===== src/ccp_defs.vh =====
// Constants for the converter clock prescaler and interval timer.
`ifndef CCP_DEFS_VH
`define CCP_DEFS_VH
`define CCP_HIGH_W 5
`define CCP_LOW_W 3
`define CCP_TMR_W 17
`define CCP_RATE_W 4
`define CCP_MODE_W 3
`define CCP_HIGH_RST 5'h03
`define CCP_LOW_RST 3'h3
`define CCP_MODE_DISABLED 3'h0
`define CCP_MODE_PER_CONT 3'h6
`define CCP_MODE_INT_SINGLE 3'h7
`define CCP_RATE_MIN_LOG2 5'h07
`define CCP_RATE_MAX 4'ha
`endif


===== src/ccp_interval_counter.v =====
// Binary divider that forms the interval timer counter.
`timescale 1ns/1ps
`include "ccp_defs.vh"
module ccp_interval_counter
(
	input wire clk_i,
	input wire rst_i,
	input wire clr_i,
	input wire tick_i,
	input wire [`CCP_RATE_W-1:0] rate_i,
	output wire expire_o,
	output wire running_o
);
	// Divider stages, one per bit.
	reg [`CCP_TMR_W-1:0] count_q;
	// Selected last count of the interval, 2^(7+rate)-1.
	wire [`CCP_TMR_W-1:0] last_w;

	assign last_w = (17'h0_0001 << (`CCP_RATE_MIN_LOG2 + {1'b0, rate_i})) - 17'h0_0001;
	assign expire_o = tick_i & ~clr_i & (count_q == last_w);
	assign running_o = (count_q != 17'h0_0000);

	// Count converter clock ticks; a clear or an expiry restarts from zero.
	always @(posedge clk_i or posedge rst_i)
	begin
		if (rst_i)
			count_q <= 17'h0_0000;
		else if (clr_i || expire_o)
			count_q <= 17'h0_0000;
		else if (tick_i)
			count_q <= count_q + 17'h0_0001;
	end
endmodule // ccp_interval_counter


===== src/ccp_prescaler_timer.v =====
// Converter clock prescaler and periodic/interval timer, top level.
`timescale 1ns/1ps
`include "ccp_defs.vh"
module ccp_prescaler_timer
(
	input wire CLK_SYS_I,
	input wire RST_I,
	input wire MASTER_RST_I,
	input wire [`CCP_HIGH_W-1:0] HIGH_PHASE_COUNT_I,
	input wire [`CCP_LOW_W-1:0] LOW_PHASE_COUNT_I,
	input wire HALF_TICK_STRETCH_I,
	input wire Q2_WR_I,
	input wire [`CCP_MODE_W-1:0] Q2_MODE_I,
	input wire [`CCP_RATE_W-1:0] Q2_RATE_I,
	input wire Q2_SSE_I,
	input wire Q2_SSE_DONE_I,
	input wire STOP_I,
	input wire HALT_I,
	input wire CONV_BUSY_I,
	output reg CONVERTER_CLOCK_O,
	output reg CONVERTER_CLOCK_FALL_HALF_O,
	output reg CONVERTER_TICK_O,
	output reg TIMER_TRIGGER_O,
	output reg [`CCP_MODE_W-1:0] Q2_MODE_O,
	output reg [`CCP_RATE_W-1:0] Q2_RATE_O,
	output reg Q2_SSE_O,
	output reg TIMER_RUNNING_O
);
	// Phase states, one-hot.
	localparam ST_LOAD = 3'b001;
	localparam ST_HIGH = 3'b010;
	localparam ST_LOW = 3'b100;

	// Phase state register and its next value.
	reg [2:0] state_q;
	reg [2:0] state_d;
	// Shared 5-bit down counter and its next value.
	reg [`CCP_HIGH_W-1:0] cnt_q;
	reg [`CCP_HIGH_W-1:0] cnt_d;
	// Converter clock level next value.
	reg clk_d;
	// Stretched fall indicator next value.
	reg fall_half_d;
	// Tick pulse next value, one cycle on each converter clock rise.
	reg tick_d;
	// Halt pending: waits for the running conversion to finish.
	reg halt_wait_q;
	// Halt holding the timer in reset.
	reg halt_hold_q;
	// Timer expiry and run status from the divider.
	wire expire_w;
	wire running_w;
	// Timer mode decode.
	wire timer_mode_w;
	wire new_timer_mode_w;
	wire hold_w;
	wire halt_rise_w;
	wire clr_w;

	// Phase sequencer. The high count loads at each high start, but the low count is
	// compared live, so it acts at once; a mid-conversion change may corrupt that result.
	always @*
	begin
		state_d = state_q;
		cnt_d = cnt_q;
		clk_d = CONVERTER_CLOCK_O;
		fall_half_d = CONVERTER_CLOCK_FALL_HALF_O;
		tick_d = 1'b0;
		case (state_q)
			ST_LOAD:
			begin
				// Start of a high phase: load high count, raise the clock.
				cnt_d = HIGH_PHASE_COUNT_I;
				clk_d = 1'b1;
				fall_half_d = 1'b0;
				tick_d = 1'b1;
				state_d = ST_HIGH;
			end
			ST_HIGH:
			begin
				// Zero detector ends the high phase after count+1 cycles.
				fall_half_d = 1'b0;
				if (cnt_q == 5'h0_0)
				begin
					state_d = ST_LOW;
					cnt_d = 5'h1_f;
					// The fall is launched here so the low phase gets all its cycles.
					clk_d = 1'b0;
					// With stretch the real fall is a half cycle late.
					fall_half_d = HALF_TICK_STRETCH_I;
				end
				else
					cnt_d = cnt_q - 5'h0_1;
			end
			ST_LOW:
			begin
				// The stretch flag marks only the first low cycle.
				fall_half_d = 1'b0;
				// Low ends when low bits match the complement of the low count.
				if (cnt_q[`CCP_LOW_W-1:0] == ~LOW_PHASE_COUNT_I)
				begin
					// A new high phase starts at once with a fresh load.
					state_d = ST_HIGH;
					cnt_d = HIGH_PHASE_COUNT_I;
					clk_d = 1'b1;
					tick_d = 1'b1;
				end
				else
					cnt_d = cnt_q - 5'h0_1;
			end
			default:
			begin
				state_d = ST_LOAD;
				cnt_d = HIGH_PHASE_COUNT_I;
			end
		endcase
	end

	// Prescaler registers; reset enters the load state for a high start.
	always @(posedge CLK_SYS_I or posedge RST_I)
	begin
		if (RST_I)
		begin
			state_q <= ST_LOAD;
			cnt_q <= `CCP_HIGH_RST;
			CONVERTER_CLOCK_O <= 1'b0;
			CONVERTER_CLOCK_FALL_HALF_O <= 1'b0;
			CONVERTER_TICK_O <= 1'b0;
		end
		else
		begin
			state_q <= state_d;
			cnt_q <= cnt_d;
			CONVERTER_CLOCK_O <= clk_d;
			CONVERTER_CLOCK_FALL_HALF_O <= fall_half_d;
			CONVERTER_TICK_O <= tick_d;
		end
	end

	// Queue 2 control word; stop clears it, a write stores it.
	always @(posedge CLK_SYS_I or posedge RST_I)
	begin
		if (RST_I)
		begin
			Q2_MODE_O <= `CCP_MODE_DISABLED;
			Q2_RATE_O <= 4'h0;
			Q2_SSE_O <= 1'b0;
		end
		else if (STOP_I)
		begin
			Q2_MODE_O <= `CCP_MODE_DISABLED;
			Q2_RATE_O <= 4'h0;
			Q2_SSE_O <= 1'b0;
		end
		else if (Q2_WR_I)
		begin
			Q2_MODE_O <= Q2_MODE_I;
			Q2_RATE_O <= (Q2_RATE_I > `CCP_RATE_MAX) ? `CCP_RATE_MAX : Q2_RATE_I;
			Q2_SSE_O <= Q2_SSE_I;
		end
		else if (Q2_SSE_DONE_I)
			Q2_SSE_O <= 1'b0;
	end

	assign timer_mode_w = (Q2_MODE_O == `CCP_MODE_PER_CONT) ||
		(Q2_MODE_O == `CCP_MODE_INT_SINGLE);
	// A write from one timer mode to a timer mode gives a one-cycle clear.
	assign new_timer_mode_w = Q2_WR_I && !STOP_I && timer_mode_w &&
		((Q2_MODE_I == `CCP_MODE_PER_CONT) || (Q2_MODE_I == `CCP_MODE_INT_SINGLE));
	// Level holds on the timer.
	assign hold_w = !timer_mode_w ||
		((Q2_MODE_O == `CCP_MODE_INT_SINGLE) && !Q2_SSE_O) ||
		MASTER_RST_I || STOP_I || halt_hold_q;
	assign clr_w = hold_w || new_timer_mode_w;

	// Halt handling: immediate outside timer modes or if no conversion is busy, else after the
	// current conversion. The counter restarts from zero on release.
	always @(posedge CLK_SYS_I or posedge RST_I)
	begin
		if (RST_I)
		begin
			halt_wait_q <= 1'b0;
			halt_hold_q <= 1'b0;
		end
		else if (!HALT_I)
		begin
			halt_wait_q <= 1'b0;
			halt_hold_q <= 1'b0;
		end
		else if (halt_rise_w && timer_mode_w)
		begin
			if (CONV_BUSY_I)
				halt_wait_q <= 1'b1;
			else
				halt_hold_q <= 1'b1;
		end
		else if (halt_wait_q && !CONV_BUSY_I)
		begin
			halt_wait_q <= 1'b0;
			halt_hold_q <= 1'b1;
		end
		else if (halt_rise_w)
			halt_hold_q <= 1'b1;
	end

	// Edge of the halt line.
	ccp_sync_edge u_halt_edge
	(
		.clk_i(CLK_SYS_I),
		.rst_i(RST_I),
		.level_i(HALT_I),
		.rise_o(halt_rise_w)
	);

	// Interval divider counting converter clock ticks.
	ccp_interval_counter u_timer
	(
		.clk_i(CLK_SYS_I),
		.rst_i(RST_I),
		.clr_i(clr_w),
		.tick_i(CONVERTER_TICK_O),
		.rate_i(Q2_RATE_O),
		.expire_o(expire_w),
		.running_o(running_w)
	);

	// Registered trigger and status outputs.
	always @(posedge CLK_SYS_I or posedge RST_I)
	begin
		if (RST_I)
		begin
			TIMER_TRIGGER_O <= 1'b0;
			TIMER_RUNNING_O <= 1'b0;
		end
		else
		begin
			TIMER_TRIGGER_O <= expire_w;
			TIMER_RUNNING_O <= running_w;
		end
	end
endmodule // ccp_prescaler_timer


===== src/ccp_sync_edge.v =====
// Rising-edge detector on an already synchronous level.
`timescale 1ns/1ps
module ccp_sync_edge
(
	input wire clk_i,
	input wire rst_i,
	input wire level_i,
	output wire rise_o
);
	// Previous value of the level.
	reg prev_q;

	// Remember the level each cycle so a rise lasts one cycle.
	always @(posedge clk_i or posedge rst_i)
	begin
		if (rst_i)
			prev_q <= 1'b0;
		else
			prev_q <= level_i;
	end

	assign rise_o = level_i & ~prev_q;
endmodule // ccp_sync_edge

===== config.mk =====
export PLATFORM = sky130hd
export DESIGN_NAME = ccp_prescaler_timer
export DESIGN_NICKNAME = d
export VERILOG_FILES = /design/src/ccp_interval_counter.v /design/src/ccp_prescaler_timer.v /design/src/ccp_sync_edge.v
export VERILOG_INCLUDE_DIRS = /design/src
export SDC_FILE = /design/constraint.sdc
export NUM_CORES = 1
export LEC_CHECK = 0
export BUFFER_PORTS_ARGS = -buffer_cell sky130_fd_sc_hd__buf_2
export CAP_MARGIN = 20
export CORE_ASPECT_RATIO = 1.4
export CORE_MARGIN = 2
export CORE_UTILIZATION = 45
export CTS_CLUSTER_DIAMETER = 80
export DETAILED_ROUTE_END_ITERATION = 8
export PLACE_DENSITY = 0.66
export SLEW_MARGIN = 15
export SYNTH_ARGS = -nofsm -noshare
export SYNTH_HDL_FRONTEND = slang
export SYNTH_SLANG_ARGS = --single-unit

===== constraint.sdc =====
create_clock -name CLK_SYS_I -period 3 [get_ports CLK_SYS_I]
set_input_delay 0.15 -clock CLK_SYS_I [delete_from_list [all_inputs] [get_ports CLK_SYS_I]]
set_output_delay 0.15 -clock CLK_SYS_I [all_outputs]
set_load 0.02 [all_outputs]

==> results.toml, run 1 <==
[worst_hold_path]
min_to = "cnt_q[1]"
hold_start = "HIGH_PHASE_COUNT_I[1]"
hold_depth = 3
worstHoldPathType = "input pin to flop"

[die]
die_y_um = 91.9
die_x_um = 66.8
initial_utilization = 0.459
rows = 32
ios = 38
core_sq_um = 5410
dieArea_sq_um = 6130

[setup_path]
arrival_ns = 2.41
crit_required_ns = 3.17
worstPathCellList = "o21a_1 -> o21ai_1 -> xor2_1 -> nand4_1 -> a2111oi_4 -> buf_4 -> nor3_1"
reg2reg_from = "Q2_RATE_O[2]"
critPathTopFamily = "compound AO/OA/AOI/OAI gates"
r2r_end = "u_timer.count_q[8]"
cpPeakStageDelay_ns = 0.57
cpMaxStageDelayCell = "dfrtp_1"
startpoint_type = "flop"
critical_path.max_fanout = 17
path_class = "flop to flop"
rrSetupSlack_ns = 0.76
r2r_cells = 7
cp_num_buf_inv = 1
critPathCaptureType = "flop"

[logic_synthesis]
syn_area_per_cell_sq_um = 9.69
ys_seq_elements = 41
synth.yosys.seq_area_share = 0.415
synth_edf_count = 0
yosys_warnings = 0
async_flop_share = 1.00
synth-main-ff-cell = "dfrtp_1"
synth_area_sq_um = 2480
ys_types = 56
synthCells = 256

[placement]
dpl.cell_count = 352
place_hpwl_um = 3740
numPortBuffers = 37
gp_congestion = 0.741

[timing]
finalHoldViolations = 0
worst_slew_pin_slew_ns = 0.607
setup_viol = 0
drv_slew = 0
finalCritPeriodShare = 0.748
rsz0062_at_grt = "false"
fin_crit_ns = 2.24
setup_tns_ns = 0
finalClockSkew_ns = 0.00666
fmax_mhz = 446
slew_headroom = 0.595

[grt]
antenna_found_initial = 0
overflow = 0
grt_pass1_vias = 1986
grt_first_pass_wirelength_um = 8780
grt_start_max_net_pins = 42
grtUsageTotal = 0.185

[drt]
drt_iter0_markers = 70
route.vias.total = 1980
wl_um = 5100
post_drt_via_cell_ratio = 5.47
wl_per_cell_um = 14.1
firstDrtPassIters = 4
drc = 0
ant_nets = 0

[final_layout]
layout.nets = 322
fin_cells = 362
antenna_cells = 0
area_delta_synth_final_pct = 13.5
drive_gt1_frac = 0.241

[clock_tree]
cts_tree = "built"
numCtsBuffers = 5
cts-htree-levels = 2
cts_buffer_depth = 2
clockRootBuffer = "clkbuf_8"
cts_sinks = 41
clk_latency_ns = 0.29
path_clk_slew_ns = 0.08

[run]
maxCapViolations = 0

[power]
p_leak_nw = 1.20
vdd_drop_max_mv = 0.408
cellPowerDensity_nw_per_um2 = 517

[run_status]
status = "completed"
-- metal layers --
layer	share of wire	routed length [um]	vias to the layer above	global-route usage
li1	-	-	988	-
met1	0.43	2190	952	0.222
met2	0.52	2670	31	0.321
met3	0.026	132	9	0.0307
met4	0.021	106	0	0.0799
met5	0	0	-	0
-- power breakdown --
part	switching, mW	internal, mW
registers	0.0968	0.630
clock network	0.184	0.208
logic	0.182	0.156
total	0.463	0.994
-- synthesized netlist by cell type (3+ instances only) --
| cell type | count | area, sq um |
|---|---|---|
| xnor2_1 | 7 | 61.3 |
| buf_6 | 3 | 33.8 |
| and3_1 | 3 | 18.8 |
| o21ai_0 | 8 | 40.0 |
| dfrtp_1 | 38 | 951 |
| xor2_1 | 17 | 149 |
| nand4_1 | 6 | 37.5 |
| a31oi_1 | 5 | 31.3 |
| nor3_2 | 9 | 90.1 |
| clkbuf_1 | 4 | 15.0 |
| mux2i_1 | 9 | 90.1 |
| and2_1 | 3 | 18.8 |
| dfstp_2 | 3 | 78.8 |
| nor3_1 | 13 | 65.1 |
| nand2_1 | 15 | 56.3 |
| o21a_1 | 3 | 22.5 |
| nor2b_1 | 4 | 25.0 |
| inv_1 | 7 | 26.3 |
| buf_2 | 3 | 15.0 |
| ha_1 | 4 | 50.1 |
| nand3_1 | 9 | 45.0 |
| nor2_1 | 27 | 101 |
| a21oi_1 | 11 | 55.1 |
| nand2b_1 | 7 | 43.8 |
-- per-stage QoR --
step,area [sq um],utilization,setup WS (ns),total power [mW],hold slack (ns)
floorplan,2480,-,0.771,0.993,0.181
global placement,2700,0.499,0.838,1.06,0.286
detailed placement,2700,0.499,0.766,1.08,0.286
CTS,2820,0.521,0.751,1.47,0.0873
global route,2820,0.521,0.602,1.56,0.105
finish,2820,0.521,0.755,1.46,0.0934
-- what timing repair did --
| action | CTS | global route |
|---|---|---|
| resized for setup | 0 | 0 |
| endpoints found under the hold margin | 17 | 0 |
| hold buffers | 2 | 0 |
| buffers inserted | 0 | 0 |
-- layout by cell type, fill, tap and decap left out, types with 8 or more instances in the layout --
cell     count
dfrtp_1     38
buf_2       37
nor2_1      27
xor2_1      17
nand2_1     15
nor3_1      13
a21oi_1     11
nand3_1      9
mux2i_1      9
nor3_2       9
o21ai_0      8
-- worst reg2reg max path, delay by kind of cell, from the launching register on --
family	cells	cell delay [ns]
AO/OA/AOI/OAI	3	0.78
XOR/XNOR	1	0.16
buffers and inverters	1	0.31
flip-flops	1	0.57
AND/OR/NAND/NOR	2	0.29
-- flip-flops by register name, summed over array words and instances, names as in the netlist --
signal,flops
TIMER_TRIGGER_O,1
TIMER_RUNNING_O,1
cnt_q,5
Q2_MODE_O,3
Q2_RATE_O,4
halt_wait_q,1
state_q,3
CONVERTER_TICK_O,1
CONVERTER_CLOCK_O,1
CONVERTER_CLOCK_FALL_HALF_O,1
halt_hold_q,1
u_timer.count_q,17
u_halt_edge.prev_q,1
Q2_SSE_O,1
-- how the worst max path moves through the flow --
stage,from,to,slack (ns),depth (start not counted)
after floorplan,Q2_RATE_O[1],u_timer.count_q[14],0.77,8
after global placement,Q2_RATE_O[2],u_timer.count_q[11],0.84,7
after detailed placement,Q2_RATE_O[2],u_timer.count_q[8],0.77,7
after CTS,Q2_RATE_O[2],u_timer.count_q[8],0.75,6
after global routing,Q2_RATE_O[2],u_timer.count_q[8],0.60,6
final,Q2_RATE_O[2],u_timer.count_q[8],0.76,7
-- kinds of logic (layout without fill, tap and decap cells) --
kind of cell,after synthesis,in the layout,share of synthesized area
xor gates and xnor gates,24,24,0.0847
and+or+nand+nor,110,110,0.250
AOI/OAI and AO/OA,46,46,0.144
other,1,2,0.00151
DFF,41,41,0.415
muxes,10,10,0.0408
buffers and inverters,20,57,0.0439
adders and majority gates,4,4,0.0202
-- final cells by class --
type / count / area [sq um]
clock buffers: 7 / 96.3
repair buffers: 42 / 228
inverters: 7 / 26.3
clock inverters: 1 / 5.00
fillers: 515 / 2590
multi-input cells: 196 / 1350
well taps: 68 / 85.1
flip-flops and latches: 41 / 1030
Note: power is estimated with default switching activity, not from simulation.
==> inputs of run 2 (changes only) <==
==> constraint.sdc (replaced) <==
create_clock -name CLK_SYS_I -period 2.3 [get_ports CLK_SYS_I]
set_input_delay 0.115 -clock CLK_SYS_I [delete_from_list [all_inputs] [get_ports CLK_SYS_I]]
set_output_delay 0.115 -clock CLK_SYS_I [all_outputs]
set_load 0.02 [all_outputs]
==> results.toml, run 2 (synthesized netlist as in run 1, its figures left out) <==
[run_status]
status = "completed"

[drt]
firstDrtPassIters = 4
drc = 0
drt_iter0_markers = 79
wl_met1_um = 2220
dr_wl_met2_um = 2670
wl_per_cell_um = 13.9
post_drt_via_cell_ratio = 5.41
route.vias.total = 1980
wl_um = 5080
ant_nets = 0
highest_layer = "met4"
routed-wl-met3_um = 134

[die]
dieArea_sq_um = 6130
ios = 38
die_y_um = 91.9
core_sq_um = 5410
rows = 32
initial_utilization = 0.459
die_x_um = 66.8

[clock_tree]
clk_latency_ns = 0.29
cts-htree-levels = 2
cts_sinks = 41
cts-resized-gates = 0
cts_hold_buf = 2
cts_buffer_depth = 2
clockRootBuffer = "clkbuf_8"
numCtsBuffers = 5
cts_tree = "built"
postCtsSetupBuffers = 0
path_clk_slew_ns = 0.08

[grt]
grt_first_pass_wirelength_um = 8850
grt_pass1_vias = 2014
antenna_found_initial = 0
grt_start_max_net_pins = 42
grtUsageTotal = 0.186
overflow = 0

[placement]
numPortBuffers = 37
place_hpwl_um = 3750
place_ws_ns = 0.133
gp_congestion = 0.807
post_dp_cell_area_sq_um = 2730

[run]
maxCapViolations = 0

[power]
p_sw_mw = 0.599
p_leak_nw = 1.22
cellPowerDensity_nw_per_um2 = 686
p_clk_frac = 0.288
power_frac_comb = 0.239
vdd_drop_max_mv = 0.477
p_sw_frac = 0.306
seqPwrFrac = 0.472
internal_power_mw = 1.36

[timing]
fin_crit_ns = 2.15
drv_slew = 0
worst_slack_ns = 0.153
worst_slew_pin_slew_ns = 0.607
finalHoldViolations = 0
finalClockSkew_ns = 0.00926
finalCritPeriodShare = 0.933
rsz0062_at_grt = "false"
fmax_mhz = 466
setup_tns_ns = 0
slew_headroom = 0.595
setup_viol = 0

[final_layout]
final_common_cell = "dfrtp_1"
area_delta_synth_final_pct = 15.0
drive_gt1_frac = 0.248
fin_area_sq_um = 2850
antenna_cells = 0
regMostFlops = "u_timer.count_q"
top_regs = "u_timer.count_q x17, cnt_q x5, Q2_RATE_O x4"
largest_reg_flops = 17
layout_common_cells = "dfrtp_1, buf_2, nor2_1, xor2_1, nand2_1"
layout.nets = 326
utilization = 0.528

[setup_path]
critPathCaptureType = "flop"
crit_required_ns = 2.47
critical_path.max_fanout = 17
startpoint_type = "flop"
r2r_end = "u_timer.count_q[8]"
reg2reg_from = "Q2_RATE_O[1]"
r2r_cells = 7
cpPeakStageDelay_ns = 0.50
cpMostUsedCell = "nor3_1"
crit_start = "Q2_RATE_O[1]"
critPathTopFamily = "simple AND/OR/NAND/NOR gates"
worstPathCellList = "nor3_1 -> nor2_1 -> and4b_1 -> o2111ai_2 -> a2111oi_4 -> buf_4 -> nor3_1"
cpMaxStageDelayCell = "dfrtp_1"
path_class = "flop to flop"
arrival_ns = 2.31
cp_num_buf_inv = 1
rrSetupSlack_ns = 0.15

[worst_hold_path]
hold_start = "HIGH_PHASE_COUNT_I[0]"
worstHoldPathType = "input pin to flop"
hold_depth = 3
min_to = "cnt_q[0]"
run 2: cell count changes in the layout (fill, tap and decap cells not counted), sizes merged:
cell    delta
bufinv     +1
buf        +4
clkbuf     -1
run 2: worst max-delay path by stage:
| stage | slack (ns) | depth (start not counted) | to |
|---|---|---|---|
| 2_1_floorplan | 0.07 | 8 | u_timer.count_q[14] |
| 3_3_place_gp | 0.17 | 7 | u_timer.count_q[10] |
| 3_5_place_dp | 0.13 | 7 | u_timer.count_q[6] |
| 4_1_cts | 0.12 | 7 | u_timer.count_q[8] |
| 5_1_grt | 0.02 | 7 | u_timer.count_q[7] |
| 6_report | 0.15 | 7 | u_timer.count_q[8] |
run 2: power by group through the flow:
stage                     logic (mW)  registers [mW]  clock network, mW
after floorplan                0.392           0.903                  0
after global placement         0.461           0.937                  0
after detailed placement       0.471           0.939                  0
after CTS                      0.473           0.927              0.583
after global routing           0.538           0.941              0.610
final                          0.469           0.925              0.564
run 2: stage by stage:
stage | cells | total power, mW | hold WS, ns
floorplan | 257 | 1.29 | 0.146
finish | 366 | 1.96 | 0.0561
detailed placement | 356 | 1.41 | 0.255
global placement | 356 | 1.40 | 0.252
CTS | 366 | 1.98 | 0.0385
global route | 366 | 2.09 | 0.0533
run 2: cell type report:
class / instances / area, sq um
clock inverter: 2 / 35.0
inverter: 7 / 26.3
sequential: 41 / 1030
fill: 524 / 2550
timing repair buffer: 46 / 258
clock buffer: 6 / 72.6
multi-input combinational: 196 / 1350
tap: 68 / 85.1
run 2: worst reg2reg max path, cell delays in order (launching register included):
cell and delay [ns]:
dfrtp_1 0.50, nor3_1 0.36, nor2_1 0.09, and4b_1 0.28, o2111ai_2 0.14, a2111oi_4 0.28, buf_4 0.31, nor3_1 0.08
run 2: metal layers:
layer	global-route usage	up-vias
met5	0	-
met4	0.0612	0
met3	0.0380	7
met2	0.333	25
met1	0.215	955
li1	-	993
==> inputs of run 3 (changes only) <==
--- a/config.mk
+++ b/config.mk
@@ -10,10 +10,12 @@
 export CAP_MARGIN = 20
 export CORE_ASPECT_RATIO = 1.4
 export CORE_MARGIN = 2
-export CORE_UTILIZATION = 45
+export CORE_UTILIZATION = 55
 export CTS_CLUSTER_DIAMETER = 80
 export DETAILED_ROUTE_END_ITERATION = 8
-export PLACE_DENSITY = 0.66
+export GPL_TIMING_DRIVEN = 0
+export PLACE_DENSITY = 0.78
+export RECOVER_POWER = 100
 export SLEW_MARGIN = 15
 export SYNTH_ARGS = -nofsm -noshare
 export SYNTH_HDL_FRONTEND = slang
==> results.toml, run 3 (synthesized netlist as in run 1, its figures left out) <==
[run_status]
status = "completed"

[drt]
post_drt_via_cell_ratio = 5.51
route.vias.total = 2035
wl_um = 5020
wl_per_cell_um = 13.6
drt_iter0_markers = 104
ant_nets = 0
drc = 0
firstDrtPassIters = 4

[setup_path]
critical_path.max_fanout = 10
cp_num_buf_inv = 3
reg2reg_from = "Q2_RATE_O[1]"
crit_start = "Q2_RATE_O[1]"
r2r_end = "u_timer.count_q[5]"
rrSetupSlack_ns = 0.09
r2r_cells = 9
worstPathCellList = "buf_6 -> nor3_2 -> mux2i_1 -> xor2_1 -> o2111ai_2 -> a2111oi_4 -> buf_4 -> clkbuf_4 -> nor3_1"
path_class = "flop to flop"
cpPeakStageDelay_ns = 0.41
startpoint_type = "flop"
arrival_ns = 2.36
critPathCaptureType = "flop"
crit_required_ns = 2.45
critPathTopFamily = "buffers and inverters"
cpMaxStageDelayCell = "dfrtp_1"

[timing]
drv_slew = 0
finalClockSkew_ns = 0.00659
finalHoldViolations = 0
fmax_mhz = 452
slew_headroom = 0.476
finalCritPeriodShare = 0.963
fin_crit_ns = 2.21
setup_viol = 0
worst_slew_pin_slew_ns = 0.785

[power]
internal_power_mw = 1.25
seqPwrFrac = 0.474
p_leak_nw = 1.18
p_sw_mw = 0.594
power_frac_comb = 0.286
p_clk_frac = 0.241
vdd_drop_max_mv = 0.547
cellPowerDensity_nw_per_um2 = 649
power_mw = 1.85
p_sw_frac = 0.321

[final_layout]
final_common_cell = "dfrtp_1"
regArea_sq_um = 1030
antenna_cells = 0
regMostFlops = "u_timer.count_q"
num-fill-cells = 372
top_regs = "u_timer.count_q x17, cnt_q x5, Q2_RATE_O x4"
layout_common_cells = "dfrtp_1, nor2_1, clkbuf_1, buf_2, xor2_1"
drive_gt1_frac = 0.191
largest_reg_flops = 17
multi_input_comb_area_sq_um = 1340
area_delta_synth_final_pct = 14.8
fin_area_sq_um = 2850
fin_cells = 369
layout.nets = 337

[clock_tree]
clk_latency_ns = 0.29
cts-htree-levels = 2
cts_sinks = 41
numCtsBuffers = 5
cts_buffer_depth = 2
clockRootBuffer = "clkbuf_8"
cts_tree = "built"
path_clk_slew_ns = 0.08

[die]
die_x_um = 60.8
dieArea_sq_um = 5070
core_sq_um = 4270
ios = 38
rows = 28
die_y_um = 83.5
initial_utilization = 0.581

[grt]
grtUsageTotal = 0.218
overflow = 0
grt_start_max_net_pins = 33
antenna_found_initial = 0
grt_first_pass_wirelength_um = 8590
grt_pass1_vias = 1975

[worst_hold_path]
min_to = "Q2_RATE_O[0]"
hold_depth = 2
worstHoldPathType = "input pin to flop"
hold_start = "STOP_I"

[placement]
dpl.cell_count = 354
gp_congestion = 0.881
post_dp_cell_area_sq_um = 2760
numPortBuffers = 36
place_hpwl_um = 3700

[run]
maxCapViolations = 0
## run 3: cell count changes in the layout (fill, tap and decap cells not counted), moves of 2 or more
cell | before | now
clkbuf_1 | 1 | 25
buf_2 | 37 | 24
clkbuf_4 | 0 | 2
buf_6 | 0 | 2
buf_4 | 7 | 4
## run 3: per-stage QoR
step / hold WS, ns / setup slack [ns] / TNS [ns] / utilization
floorplan: 0.146 / 0.0713 / 0 / -
global placement: 0.247 / -0.0387 / -0.332 / 0.641
detailed placement: 0.0504 / -0.0763 / -0.606 / 0.646
CTS: 0.0176 / 0.0208 / 0 / 0.674
global route: 0.0214 / -0.0376 / -0.134 / 0.666
finish: 0.0224 / 0.0855 / 0 / 0.666
## run 3: power by group through the flow
stage               sequential (mW)  clock (mW)  combinational, mW
global route                  0.888       0.484              0.602
floorplan                     0.903           0              0.392
detailed placement            0.892           0              0.536
finish                        0.876       0.445              0.528
global placement              0.890           0              0.516
CTS                           0.879       0.457              0.539
## run 3: worst max path at each step
stage / endpoint / cells past startpoint
after floorplan: u_timer.count_q[14] / 8
after global placement: u_timer.count_q[14] / 8
after detailed placement: u_timer.count_q[14] / 8
after CTS: u_timer.count_q[14] / 8
after global routing: u_timer.count_q[5] / 9
final: u_timer.count_q[5] / 9
## run 3: what timing repair did
item / CTS / global route
gates cloned: 0 / 1
setup buffers: 3 / 1
hold buffers: 2 / 0
pin swaps: 1 / 1
resized for setup: 0 / 2
hold endpoints to repair: 10 / 0
setup endpoints to repair: 9 / 16
## run 3: area by class of cell
| type | instances | area share |
|---|---|---|
| Inverter | 7 | 0.00923 |
| Sequential cell | 41 | 0.362 |
| Multi-Input combinational cell | 196 | 0.471 |
| Tap cell | 60 | 0.0264 |
| Clock buffer | 8 | 0.0281 |
| Timing Repair Buffer | 44 | 0.0760 |
| Buffer | 13 | 0.0277 |
## run 3: worst reg2reg max path: cells and delay by family (launching register included)
| kind | cells | cell delay, ns |
|---|---|---|
| and+or+nand+nor | 2 | 0.23 |
| muxes | 1 | 0.27 |
| DFF | 1 | 0.41 |
| AOI/OAI and AO/OA | 2 | 0.44 |
| xor gates and xnor gates | 1 | 0.23 |
| buffers and inverters | 3 | 0.50 |
## run 3: layer usage
layer / share of wire / vias up / track usage
met3: 0.023 / 8 / 0.0372
met2: 0.55 / 28 / 0.387
met5: 0 / - / 0
met1: 0.41 / 978 / 0.254
met4: 0.017 / 0 / 0.0711
li1: - / 1021 / -
